<file path="src/shared/cspg_pkg.sv">
package cspg_pkg;

    // register indices; byte address is four times the index
    localparam logic [5:0] IDX_STATUS = 6'h01;
    localparam logic [5:0] IDX_POWER = 6'h02;
    localparam logic [5:0] IDX_SUPPLY = 6'h16;

    // power control field positions
    localparam int POS_VPP_LO = 0;
    localparam int POS_VPP_HI = 1;
    localparam int POS_COMPAT_LO = 2;
    localparam int POS_COMPAT_HI = 3;
    localparam int POS_VCC_POWER = 4;
    localparam int POS_AUTO_POWER = 5;
    localparam int POS_COMPAT_6 = 6;
    localparam int POS_CARD_ENABLE = 7;

    // supply select field: 1 picks the 3.3 V switch, 0 the 5 V one
    localparam int POS_SEL_3V = 1;

    // status field positions
    localparam int POS_ST_DET1 = 2;
    localparam int POS_ST_DET2 = 3;
    localparam int POS_ST_POWER_ON = 6;

    // reset values
    localparam logic [7:0] RST_POWER = 8'h00;
    localparam logic [7:0] RST_SUPPLY = 8'h00;

    // vpp field codes
    localparam logic [1:0] VPP_ZERO = 2'h0;
    localparam logic [1:0] VPP_FOLLOW = 2'h1;
    localparam logic [1:0] VPP_PROGRAM = 2'h2;
    localparam logic [1:0] VPP_ZERO_ALT = 2'h3;

    // bus handshake states
    typedef enum logic {
        CSPG_BUS_IDLE,
        CSPG_BUS_ANSWER
    } cspg_bus_state_t;

    // external power switch controls
    typedef struct packed {
        logic vcc_3v_switch_n;
        logic vcc_5v_switch_n;
        logic vpp_program_switch;
        logic vpp_follow_supply_switch;
    } cspg_switch_t;

    localparam cspg_switch_t SWITCH_OFF = 4'hc;

endpackage

</file>
<file path="src/design/cspg_top.sv">
// Decided for this implementation: the Avalon-MM interface to the registers.
`timescale 1ns/1ps
`default_nettype none

module cspg_top #(
    parameter bit STRICT_OE = 1'b0
) (
    input wire logic clk,
    input wire logic rst_n,
    input wire logic ce,
    input wire logic [7:0] avs_address,
    input wire logic avs_read,
    input wire logic avs_write,
    input wire logic [31:0] avs_writedata,
    input wire logic [3:0] avs_byteenable,
    output logic [31:0] avs_readdata,
    output logic avs_waitrequest,
    input wire logic supply_good_input,
    input wire logic card_present_1_n,
    input wire logic card_present_2_n,
    output cspg_pkg::cspg_switch_t supply_switch,
    output logic socket_drive_en,
    output logic card_reset_drive_en,
    output logic card_power_on
);

    ////////////////////////////////////////////////////////////////////////
    // register bus

    // word match of a byte address against a register index
    function automatic logic cspg_hit(input logic [7:0] addr,
                                      input logic [5:0] idx);
        cspg_hit = (addr[7:2] == idx);
    endfunction

    cspg_pkg::cspg_bus_state_t bus_state_reg;
    cspg_pkg::cspg_bus_state_t bus_state_next;
    logic waitreq_reg;
    logic [31:0] readdata_reg;
    logic [31:0] readdata_next;
    logic [7:0] power_reg;
    logic [7:0] supply_reg;
    logic [7:0] status_word;
    logic req;
    logic take;
    logic hit_power;
    logic hit_supply;
    logic hit_status;
    logic wr_power;
    logic wr_supply;

    // a request is answered one cycle after it is first seen
    assign req = avs_read | avs_write;
    assign take = (bus_state_reg == cspg_pkg::CSPG_BUS_ANSWER) & req;
    assign bus_state_next = (bus_state_reg == cspg_pkg::CSPG_BUS_IDLE && req)
                          ? cspg_pkg::CSPG_BUS_ANSWER
                          : cspg_pkg::CSPG_BUS_IDLE;

    // address decode
    assign hit_power = cspg_hit(avs_address, cspg_pkg::IDX_POWER);
    assign hit_supply = cspg_hit(avs_address, cspg_pkg::IDX_SUPPLY);
    assign hit_status = cspg_hit(avs_address, cspg_pkg::IDX_STATUS);

    // writes land on the edge where waitrequest is seen low, lane 0 only
    assign wr_power = take & avs_write & hit_power & avs_byteenable[0];
    assign wr_supply = take & avs_write & hit_supply & avs_byteenable[0];

    // read mux; unmapped addresses read zero
    always_comb begin
        readdata_next = 32'h0000_0000;
        if (hit_power) begin
            readdata_next[7:0] = power_reg;
        end else if (hit_supply) begin
            readdata_next[7:0] = supply_reg;
        end else if (hit_status) begin
            readdata_next[7:0] = status_word;
        end
    end

    // handshake flops
    always_ff @(posedge clk or negedge rst_n) begin
        if (!rst_n) begin
            bus_state_reg <= cspg_pkg::CSPG_BUS_IDLE;
            waitreq_reg <= 1'b1;
            readdata_reg <= 32'h0000_0000;
        end else if (ce) begin
            bus_state_reg <= bus_state_next;
            waitreq_reg <= (bus_state_next != cspg_pkg::CSPG_BUS_ANSWER);
            if (bus_state_next == cspg_pkg::CSPG_BUS_ANSWER) begin
                readdata_reg <= readdata_next;
            end
        end
    end

    // software registers, all fields plain storage
    always_ff @(posedge clk or negedge rst_n) begin
        if (!rst_n) begin
            power_reg <= cspg_pkg::RST_POWER;
            supply_reg <= cspg_pkg::RST_SUPPLY;
        end else if (ce) begin
            if (wr_power) begin
                power_reg <= avs_writedata[7:0];
            end
            if (wr_supply) begin
                supply_reg <= avs_writedata[7:0];
            end
        end
    end

    assign avs_waitrequest = waitreq_reg;
    assign avs_readdata = readdata_reg;

    ////////////////////////////////////////////////////////////////////////
    // power and output gating

    logic vcc_power;
    logic auto_power;
    logic card_enable;
    logic sel_3v;
    logic [1:0] vpp_code;
    logic card_in;
    logic power_active;
    logic drive_ok;
    cspg_pkg::cspg_switch_t switch_next;
    cspg_pkg::cspg_switch_t switch_reg;
    logic drive_reg;
    logic power_on_reg;

    assign vcc_power = power_reg[cspg_pkg::POS_VCC_POWER];
    assign auto_power = power_reg[cspg_pkg::POS_AUTO_POWER];
    assign card_enable = power_reg[cspg_pkg::POS_CARD_ENABLE];
    assign sel_3v = supply_reg[cspg_pkg::POS_SEL_3V];
    assign vpp_code = power_reg[cspg_pkg::POS_VPP_HI:cspg_pkg::POS_VPP_LO];

    // only both detects low means a fully seated card
    assign card_in = ~card_present_1_n & ~card_present_2_n;

    // activation: supply good, vcc power, and auto-power satisfied
    assign power_active = supply_good_input & vcc_power
                        & (~auto_power | card_in);

    // output enable; strict variant also needs vcc power
    assign drive_ok = supply_good_input & card_in & card_enable
                    & (~STRICT_OE | vcc_power);

    // switch levels; everything inactive unless activated
    always_comb begin
        switch_next = cspg_pkg::SWITCH_OFF;
        if (power_active) begin
            switch_next.vcc_3v_switch_n = ~sel_3v;
            switch_next.vcc_5v_switch_n = sel_3v;
            case (vpp_code)
                cspg_pkg::VPP_FOLLOW: begin
                    switch_next.vpp_follow_supply_switch = 1'b1;
                end
                cspg_pkg::VPP_PROGRAM: begin
                    switch_next.vpp_program_switch = 1'b1;
                end
                default: begin
                    switch_next.vpp_program_switch = 1'b0;
                end
            endcase
        end
    end

    // registered pin drivers
    always_ff @(posedge clk or negedge rst_n) begin
        if (!rst_n) begin
            switch_reg <= cspg_pkg::SWITCH_OFF;
            drive_reg <= 1'b0;
            power_on_reg <= 1'b0;
        end else if (ce) begin
            switch_reg <= switch_next;
            drive_reg <= drive_ok;
            power_on_reg <= power_active;
        end
    end

    assign status_word = {1'b0, power_on_reg, 2'h0, card_in, card_in, 2'h0};
    assign supply_switch = switch_reg;
    // one enable covers strobes, selects, address, data and card reset
    assign socket_drive_en = drive_reg;
    assign card_reset_drive_en = drive_reg;
    assign card_power_on = power_on_reg;

    ////////////////////////////////////////////////////////////////////////
    // checks

    vcc_off_idle_a: assert property (@(posedge clk) disable iff (!rst_n)
        ce && !vcc_power |=> supply_switch.vcc_3v_switch_n
            && supply_switch.vcc_5v_switch_n)
        else $error("vcc switch active while vcc power clear");

    no_good_off_a: assert property (@(posedge clk) disable iff (!rst_n)
        ce && !supply_good_input |=> supply_switch == cspg_pkg::SWITCH_OFF)
        else $error("switches active without supply good");

    vcc_select_a: assert property (@(posedge clk) disable iff (!rst_n)
        ce && power_active |=> supply_switch.vcc_3v_switch_n
            == !$past(sel_3v) && supply_switch.vcc_5v_switch_n
            == $past(sel_3v))
        else $error("wrong vcc switch selected");

    auto_power_a: assert property (@(posedge clk) disable iff (!rst_n)
        ce && auto_power && (card_present_1_n || card_present_2_n)
        |=> !card_power_on && supply_switch == cspg_pkg::SWITCH_OFF)
        else $error("auto-power on without card");

    manual_power_a: assert property (@(posedge clk) disable iff (!rst_n)
        ce && !auto_power && vcc_power && supply_good_input
        |=> card_power_on)
        else $error("manual power ignored");

    vpp_program_a: assert property (@(posedge clk) disable iff (!rst_n)
        ce && power_active && vpp_code == cspg_pkg::VPP_PROGRAM
        |=> supply_switch.vpp_program_switch
            && !supply_switch.vpp_follow_supply_switch)
        else $error("program code not applied");

    vpp_zero_a: assert property (@(posedge clk) disable iff (!rst_n)
        ce && (!power_active || vpp_code == cspg_pkg::VPP_ZERO_ALT)
        |=> !supply_switch.vpp_program_switch
            && !supply_switch.vpp_follow_supply_switch)
        else $error("vpp driven when it must be off");

    float_out_a: assert property (@(posedge clk) disable iff (!rst_n)
        ce && (!supply_good_input || !card_enable || !card_in)
        |=> !socket_drive_en && !card_reset_drive_en)
        else $error("socket driven while it must float");

    drive_out_a: assert property (@(posedge clk) disable iff (!rst_n)
        ce && !STRICT_OE && supply_good_input && card_in && card_enable
        |=> socket_drive_en)
        else $error("socket not driven");

    write_back_a: assert property (@(posedge clk) disable iff (!rst_n)
        ce && wr_power |=> power_reg == $past(avs_writedata[7:0]))
        else $error("power register write lost");

    bus_answer_a: assert property (@(posedge clk) disable iff (!rst_n)
        ce && req && avs_waitrequest |=> !avs_waitrequest)
        else $error("bus answer late");

endmodule
`default_nettype wire

</file>
<file path="config.mk">
export PLATFORM = sky130hd
export DESIGN_NAME = cspg_top
export DESIGN_NICKNAME = d
export VERILOG_FILES = /design/src/shared/cspg_pkg.sv /design/src/design/cspg_top.sv
export SDC_FILE = /design/constraint.sdc
export NUM_CORES = 1
export LEC_CHECK = 0
export BUFFER_PORTS_ARGS = -buffer_cell sky130_fd_sc_hd__clkbuf_2
export CAP_MARGIN = 30
export CELL_PAD_IN_SITES_DETAIL_PLACEMENT = 1
export CELL_PAD_IN_SITES_GLOBAL_PLACEMENT = 1
export CORE_MARGIN = 4
export CORE_UTILIZATION = 34
export DETAILED_ROUTE_END_ITERATION = 6
export PLACE_DENSITY = 0.82
export SLEW_MARGIN = 30
export SYNTH_ARGS = -nofsm -noshare
export SYNTH_HDL_FRONTEND = slang
export SYNTH_SLANG_ARGS = --single-unit
export TNS_END_PERCENT = 20
</file>
<file path="constraint.sdc">
create_clock -name clk -period 3.3 [get_ports clk]
set_clock_uncertainty 0.2 [all_clocks]
set_input_delay 0.165 -clock clk [delete_from_list [all_inputs] [get_ports clk]]
set_output_delay 0.165 -clock clk [all_outputs]
set_load 0.02 [all_outputs]
</file>
[Word level (Yosys, flattened, before mapping)]
Cells that the tools add are included.
Storage, ports and cells
  word-level logic and storage cells: 46
  output and inout bits: 40
  register bits after elaboration: 32
Operators by class
  bitwise logic cells: 19
  multiplexer cells: 7
  equality and inequality tests: 5
  reduce and logical (&&, ||, !) cells: 4
Operator list (count)
  $mux 8: 2
  $and 1x1->1: 11
  $mux 7: 1
  $eq 6x1->1 const B: 1
  $eq 6x2->1 const B: 1
  $eq 6x5->1 const B: 1
  $not 1->1: 6
  $reduce_and 2->1: 3
  $mux 4: 1
  $mux 1: 3
  $eq 2x1->1 const B: 1
  $eq 2x2->1 const B: 1
  $or 1x1->1: 2
  $logic_and 1x1->1: 1

[Logic depth before layout (Yosys ltp)]
  depth after elaboration: 6
  mapped depth: 5
  depth with buffers taken out: 4

[Worst setup path before layout]
OpenSTA, ideal clock, no wires.
  kind: input port to flip-flop
  from: input avs_address[5]
  to: register power_reg[0]
  stages on the path: 4
  data required time: 2.975 ns
  data arrival time: 1.445 ns
  library setup time: 0.125 ns
  setup slack: 1.530 ns
  path through: or4_4 or2_4 nor2_8 mux2_2
Between the ends
  word-level cells in the longest chain between the ends: 4
RTL lines
  start, declared: RTL line cspg_top.sv:11  | input wire logic [7:0] avs_address,
  $eq 6x2->1: RTL line cspg_top.sv:33  | cspg_hit = (addr[7:2] == idx);
  $and 1x1->1 (2 in a row): RTL line cspg_top.sv:65  | assign wr_power = take & avs_write & hit_power & avs_byteenable[0];
  $reduce_and 2->1 (no source line)
  end signal, assigned: RTL line cspg_top.sv:98  | power_reg <= cspg_pkg::RST_POWER;
  end signal, assigned: RTL line cspg_top.sv:102  | power_reg <= avs_writedata[7:0];
  end, declared: RTL line cspg_top.sv:41  | logic [7:0] power_reg;
Every way passes these cells.
A chain may end at the register's enable or synchronous reset.

[Final worst setup path]
  from: register bus_state_reg
  to: register supply_reg[6]
Between the ends
  word-level cells in the longest chain between the ends: 5
RTL lines
  start, declared: RTL line cspg_top.sv:36  | cspg_pkg::cspg_bus_state_t bus_state_reg;
  start signal, assigned: RTL line cspg_top.sv:83  | bus_state_reg <= cspg_pkg::CSPG_BUS_IDLE;
  start signal, assigned: RTL line cspg_top.sv:87  | bus_state_reg <= bus_state_next;
  $and 1x1->1: RTL line cspg_top.sv:54  | assign take = (bus_state_reg == cspg_pkg::CSPG_BUS_ANSWER) & req;
  $and 1x1->1 (3 in a row): RTL line cspg_top.sv:66  | assign wr_supply = take & avs_write & hit_supply & avs_byteenable[0];
  $reduce_and 2->1 (no source line)
  end signal, assigned: RTL line cspg_top.sv:99  | supply_reg <= cspg_pkg::RST_SUPPLY;
  end signal, assigned: RTL line cspg_top.sv:105  | supply_reg <= avs_writedata[7:0];
  end, declared: RTL line cspg_top.sv:42  | logic [7:0] supply_reg;
Every way passes these cells.

==> results.txt <==
- Number of diodes: 0
* Number of top-level design ports: 92
* Initial standard-cell utilization of the core: 35.6%
- Global Route met3 Usage: 4.27%
* Number of buffers inserted during clock tree synthesis: 5
- Kind of cell adding the most delay to the critical path: simple AND/OR/NAND/NOR gates
- In this run the vertical extent of the chip is 76.0 microns.
- Final HPWL DP: 2590 microns
- Biggest fanout along the worst timing path: 8
- The die covers 5770 sq um.
- Global routing used 12.7% of the available tracks.
- Max-capacitance violation count: 0
* Maximum clock frequency: 555 MHz
- At the end of the flow, the number of nets in the layout was 243.
* Critical Path Source Type: flip-flop
- The critical path is of the reg2reg type.
- Vias after detailed routing: 1131
- The first global-routing pass estimated 5930 microns of wire.
- Top area cells in the synthesized netlist: sky130_fd_sc_hd__dfrtp_1 46%, sky130_fd_sc_hd__buf_4 12%, sky130_fd_sc_hd__mux2_2 11%, sky130_fd_sc_hd__dfstp_2 5.0%, sky130_fd_sc_hd__o21ai_0 2.5%
* Area fraction of the dominant cell type after synthesis: 46.2%
- Instance count of the mapped netlist: 139
- The clock reaches the later pin of the worst-skew pair after 0.28 ns.
- Synth warn: 0
* Result of the run: finished, final reports clean
* Static leakage power: 0.993 nW
- Antenna violations before repair: 0
- Setup violations remaining at the end of the flow were counted as 0.
- Before antenna repair, the detailed router went through 4 iterations.
* Post-CTS sizing: 0
- After layout, the design draws a total of 0.811 mW.
- Clock-pin slew was measured on the worst setup and hold paths at 0.06 ns.
* WP data arrival: 1.77 ns
* Most instantiated cells after synthesis: 29 x sky130_fd_sc_hd__dfrtp_1, 26 x sky130_fd_sc_hd__buf_4, 15 x sky130_fd_sc_hd__mux2_2, 9 x sky130_fd_sc_hd__nand2_1
- The core region is 4410 sq um.
* Synthesized area: 1570 sq um
- Via count of the first global-routing pass: 1198
- The sequential cells in the finished layout cover a total of 805 sq um.
- Across all hold checks on the routed design, the worst slack comes to 0.0187 ns.
* Initial DRC count: 79
* Power density normalized to cell area: 425 nW/um^2
* Register bit count reported by yosys: 32
- Area of the multi-input gates: 619 sq um
* Number of flops mapped to enable cells by yosys: 0
- Via density per instance: 4.64
- The die is 76.0 microns wide.
- Measured against its own limit, the worst slew margin works out to 47.4%.
- Kind of end point of the critical path: flip-flop
- For this run, the register share of the synthesized area comes to 51.2%.
* Cell breakdown of the critical path: nand4_1, inv_1, and2_1, mux2_2
- Data on the critical path is required at its endpoint by 3.27 ns.
- Final weighted congestion in routability-driven placement: 0.746
- The number of slew-limit violations in the final report was 0.
- The worst hold path belongs to the class in2reg.
- Number of distinct standard cells referenced by the synthesized netlist: 33
- In the finished design, the share of the clock period the worst path needs comes to 54.6%.
- After detailed routing, the number of remaining DRC violations is 0.
* H-tree Lvls: 2
* Worst slew pin tran: 0.790 ns
- Cells fill 43.2% of the core in the end.
- Final total negative setup slack: 0 ns
* Detail Route Antenna Nets: 0
- Summed over all instances, the cell type with the most area after synthesis is sky130_fd_sc_hd__dfrtp_1.
* Met2 layer usage reported by global route: 19.6%
- Time the worst path needs with I/O delays and setup: 1.80 ns
* Most numerous cell in the Yosys netlist: sky130_fd_sc_hd__dfrtp_1
- In the synthesized netlist the dominant register cell turns out to be sky130_fd_sc_hd__dfrtp_1.
* Slowest Stage Delay on Critical Path: 0.38 ns
- The count of endpoints failing hold in the final timing report came to 0.
- On the critical path, the stage with the largest delay is an instance of sky130_fd_sc_hd__mux2_2.
- Most heavily used metal layer in global routing: met2
- Number of buffer cells added on primary ports: 38
* Global routing usage on met1: 15.6%
* Cell Rows: 24
- Unrepaired setup endpoints after global routing: false
- Syn-to-layout area delta: 21.4%
* FFs w/ async S/R, synth: 100%
- Number of fill cells: 512
- CTS tree: yes
- Across the VDD grid, the largest voltage drop is 0.152 mV.
* Maximum number of pins on one net before global-route repair: 33
- CTS saw 32 sinks.
* Root buffer selected by CTS: sky130_fd_sc_hd__clkbuf_8
- Buffers from clock root to sink, at most: 2
- Overall routed net length: 3430 microns
- Summed over all layers, the global routing overflow is 0.
* Syn Area/Cell: 11.3 sq um
- Total buffers and inverters traversed by the critical path: 1
* Proportion of layout cells with a drive suffix above 1: 36.5%
- Wire length per cell after detailed routing: 14.1 microns
==> routing by layer <==
metal | routed length, microns | part of all wire (%)
met5 | 0 | 0
met4 | 89 | 2.6
met3 | 238 | 6.9
met2 | 1560 | 45
met1 | 1550 | 45
==> logic make-up after synthesis <==
kind of cell	after synthesis	share of synthesized area (%)
compound gates	26	10.9
buf+inv	36	14.8
mux	16	11.5
simple gates	28	11.3
other cells	1	0.239
flops	32	51.2
==> tightest hold or removal path, delay by kind of cell <==
| kind | cells | cell delay (ns) |
|---|---|---|
| buf+inv | 1 | 0.10 |
| compound gates | 1 | 0.07 |
| simple gates | 2 | 0.12 |
==> placed cells by master, fill, tap and decap left out, drive strengths merged, types with 2 or more instances in the layout <==
cell type,n
clkbuf,45
dfrtp,29
conb,24
mux2,16
dlygate4sd3,10
nand2,9
inv,8
o21ai,8
nor2,6
a22oi,5
a21oi,4
nand4,3
dfstp,3
nor3,2
buf,2
==> final timing paths <==
kind                       depth (start not counted)             endpoint  slack, ns              from
setup / recovery                                   4        supply_reg[6]       1.50     bus_state_reg
hold / removal                                     4  card_reset_drive_en       0.02  card_present_1_n
max in group asynchronous                          2         power_reg[5]       2.11             rst_n
setup reg to reg                                   4        supply_reg[6]       1.50     bus_state_reg
min in group asynchronous                          2     supply_switch[1]       0.30             rst_n
hold reg to reg                                    2      avs_readdata[0]       0.28   avs_readdata[0]
==> final cells by class <==
class	count	share of cell area (%)
clock buffer	7	4.01
tap	52	3.41
sequential	32	42.2
inverter	8	1.58
multi-input combinational	94	32.5
clock inverter	1	0.263
timing repair buffer	50	16.0
==> power by group <==
group / switching [mW] / internal, mW / total (mW)
clock network: 0.134 / 0.148 / 0.282
registers: 0.00882 / 0.409 / 0.418
logic: 0.0733 / 0.0379 / 0.111
==> stage by stage <==
stage	std cells	area, sq um	worst slack, ns
after floorplan	162	1660	1.53
after CTS	244	1910	1.47
final	244	1910	1.50
after global routing	244	1910	1.37
after global placement	226	1720	1.35
after detailed placement	226	1720	1.32
==> what timing repair did <==
| action | CTS | global route |
|---|---|---|
| setup buffers | 0 | 0 |
| hold endpoints to repair | 46 | 0 |
| hold buffers | 10 | 0 |
Power figures use the tool's default switching activity.
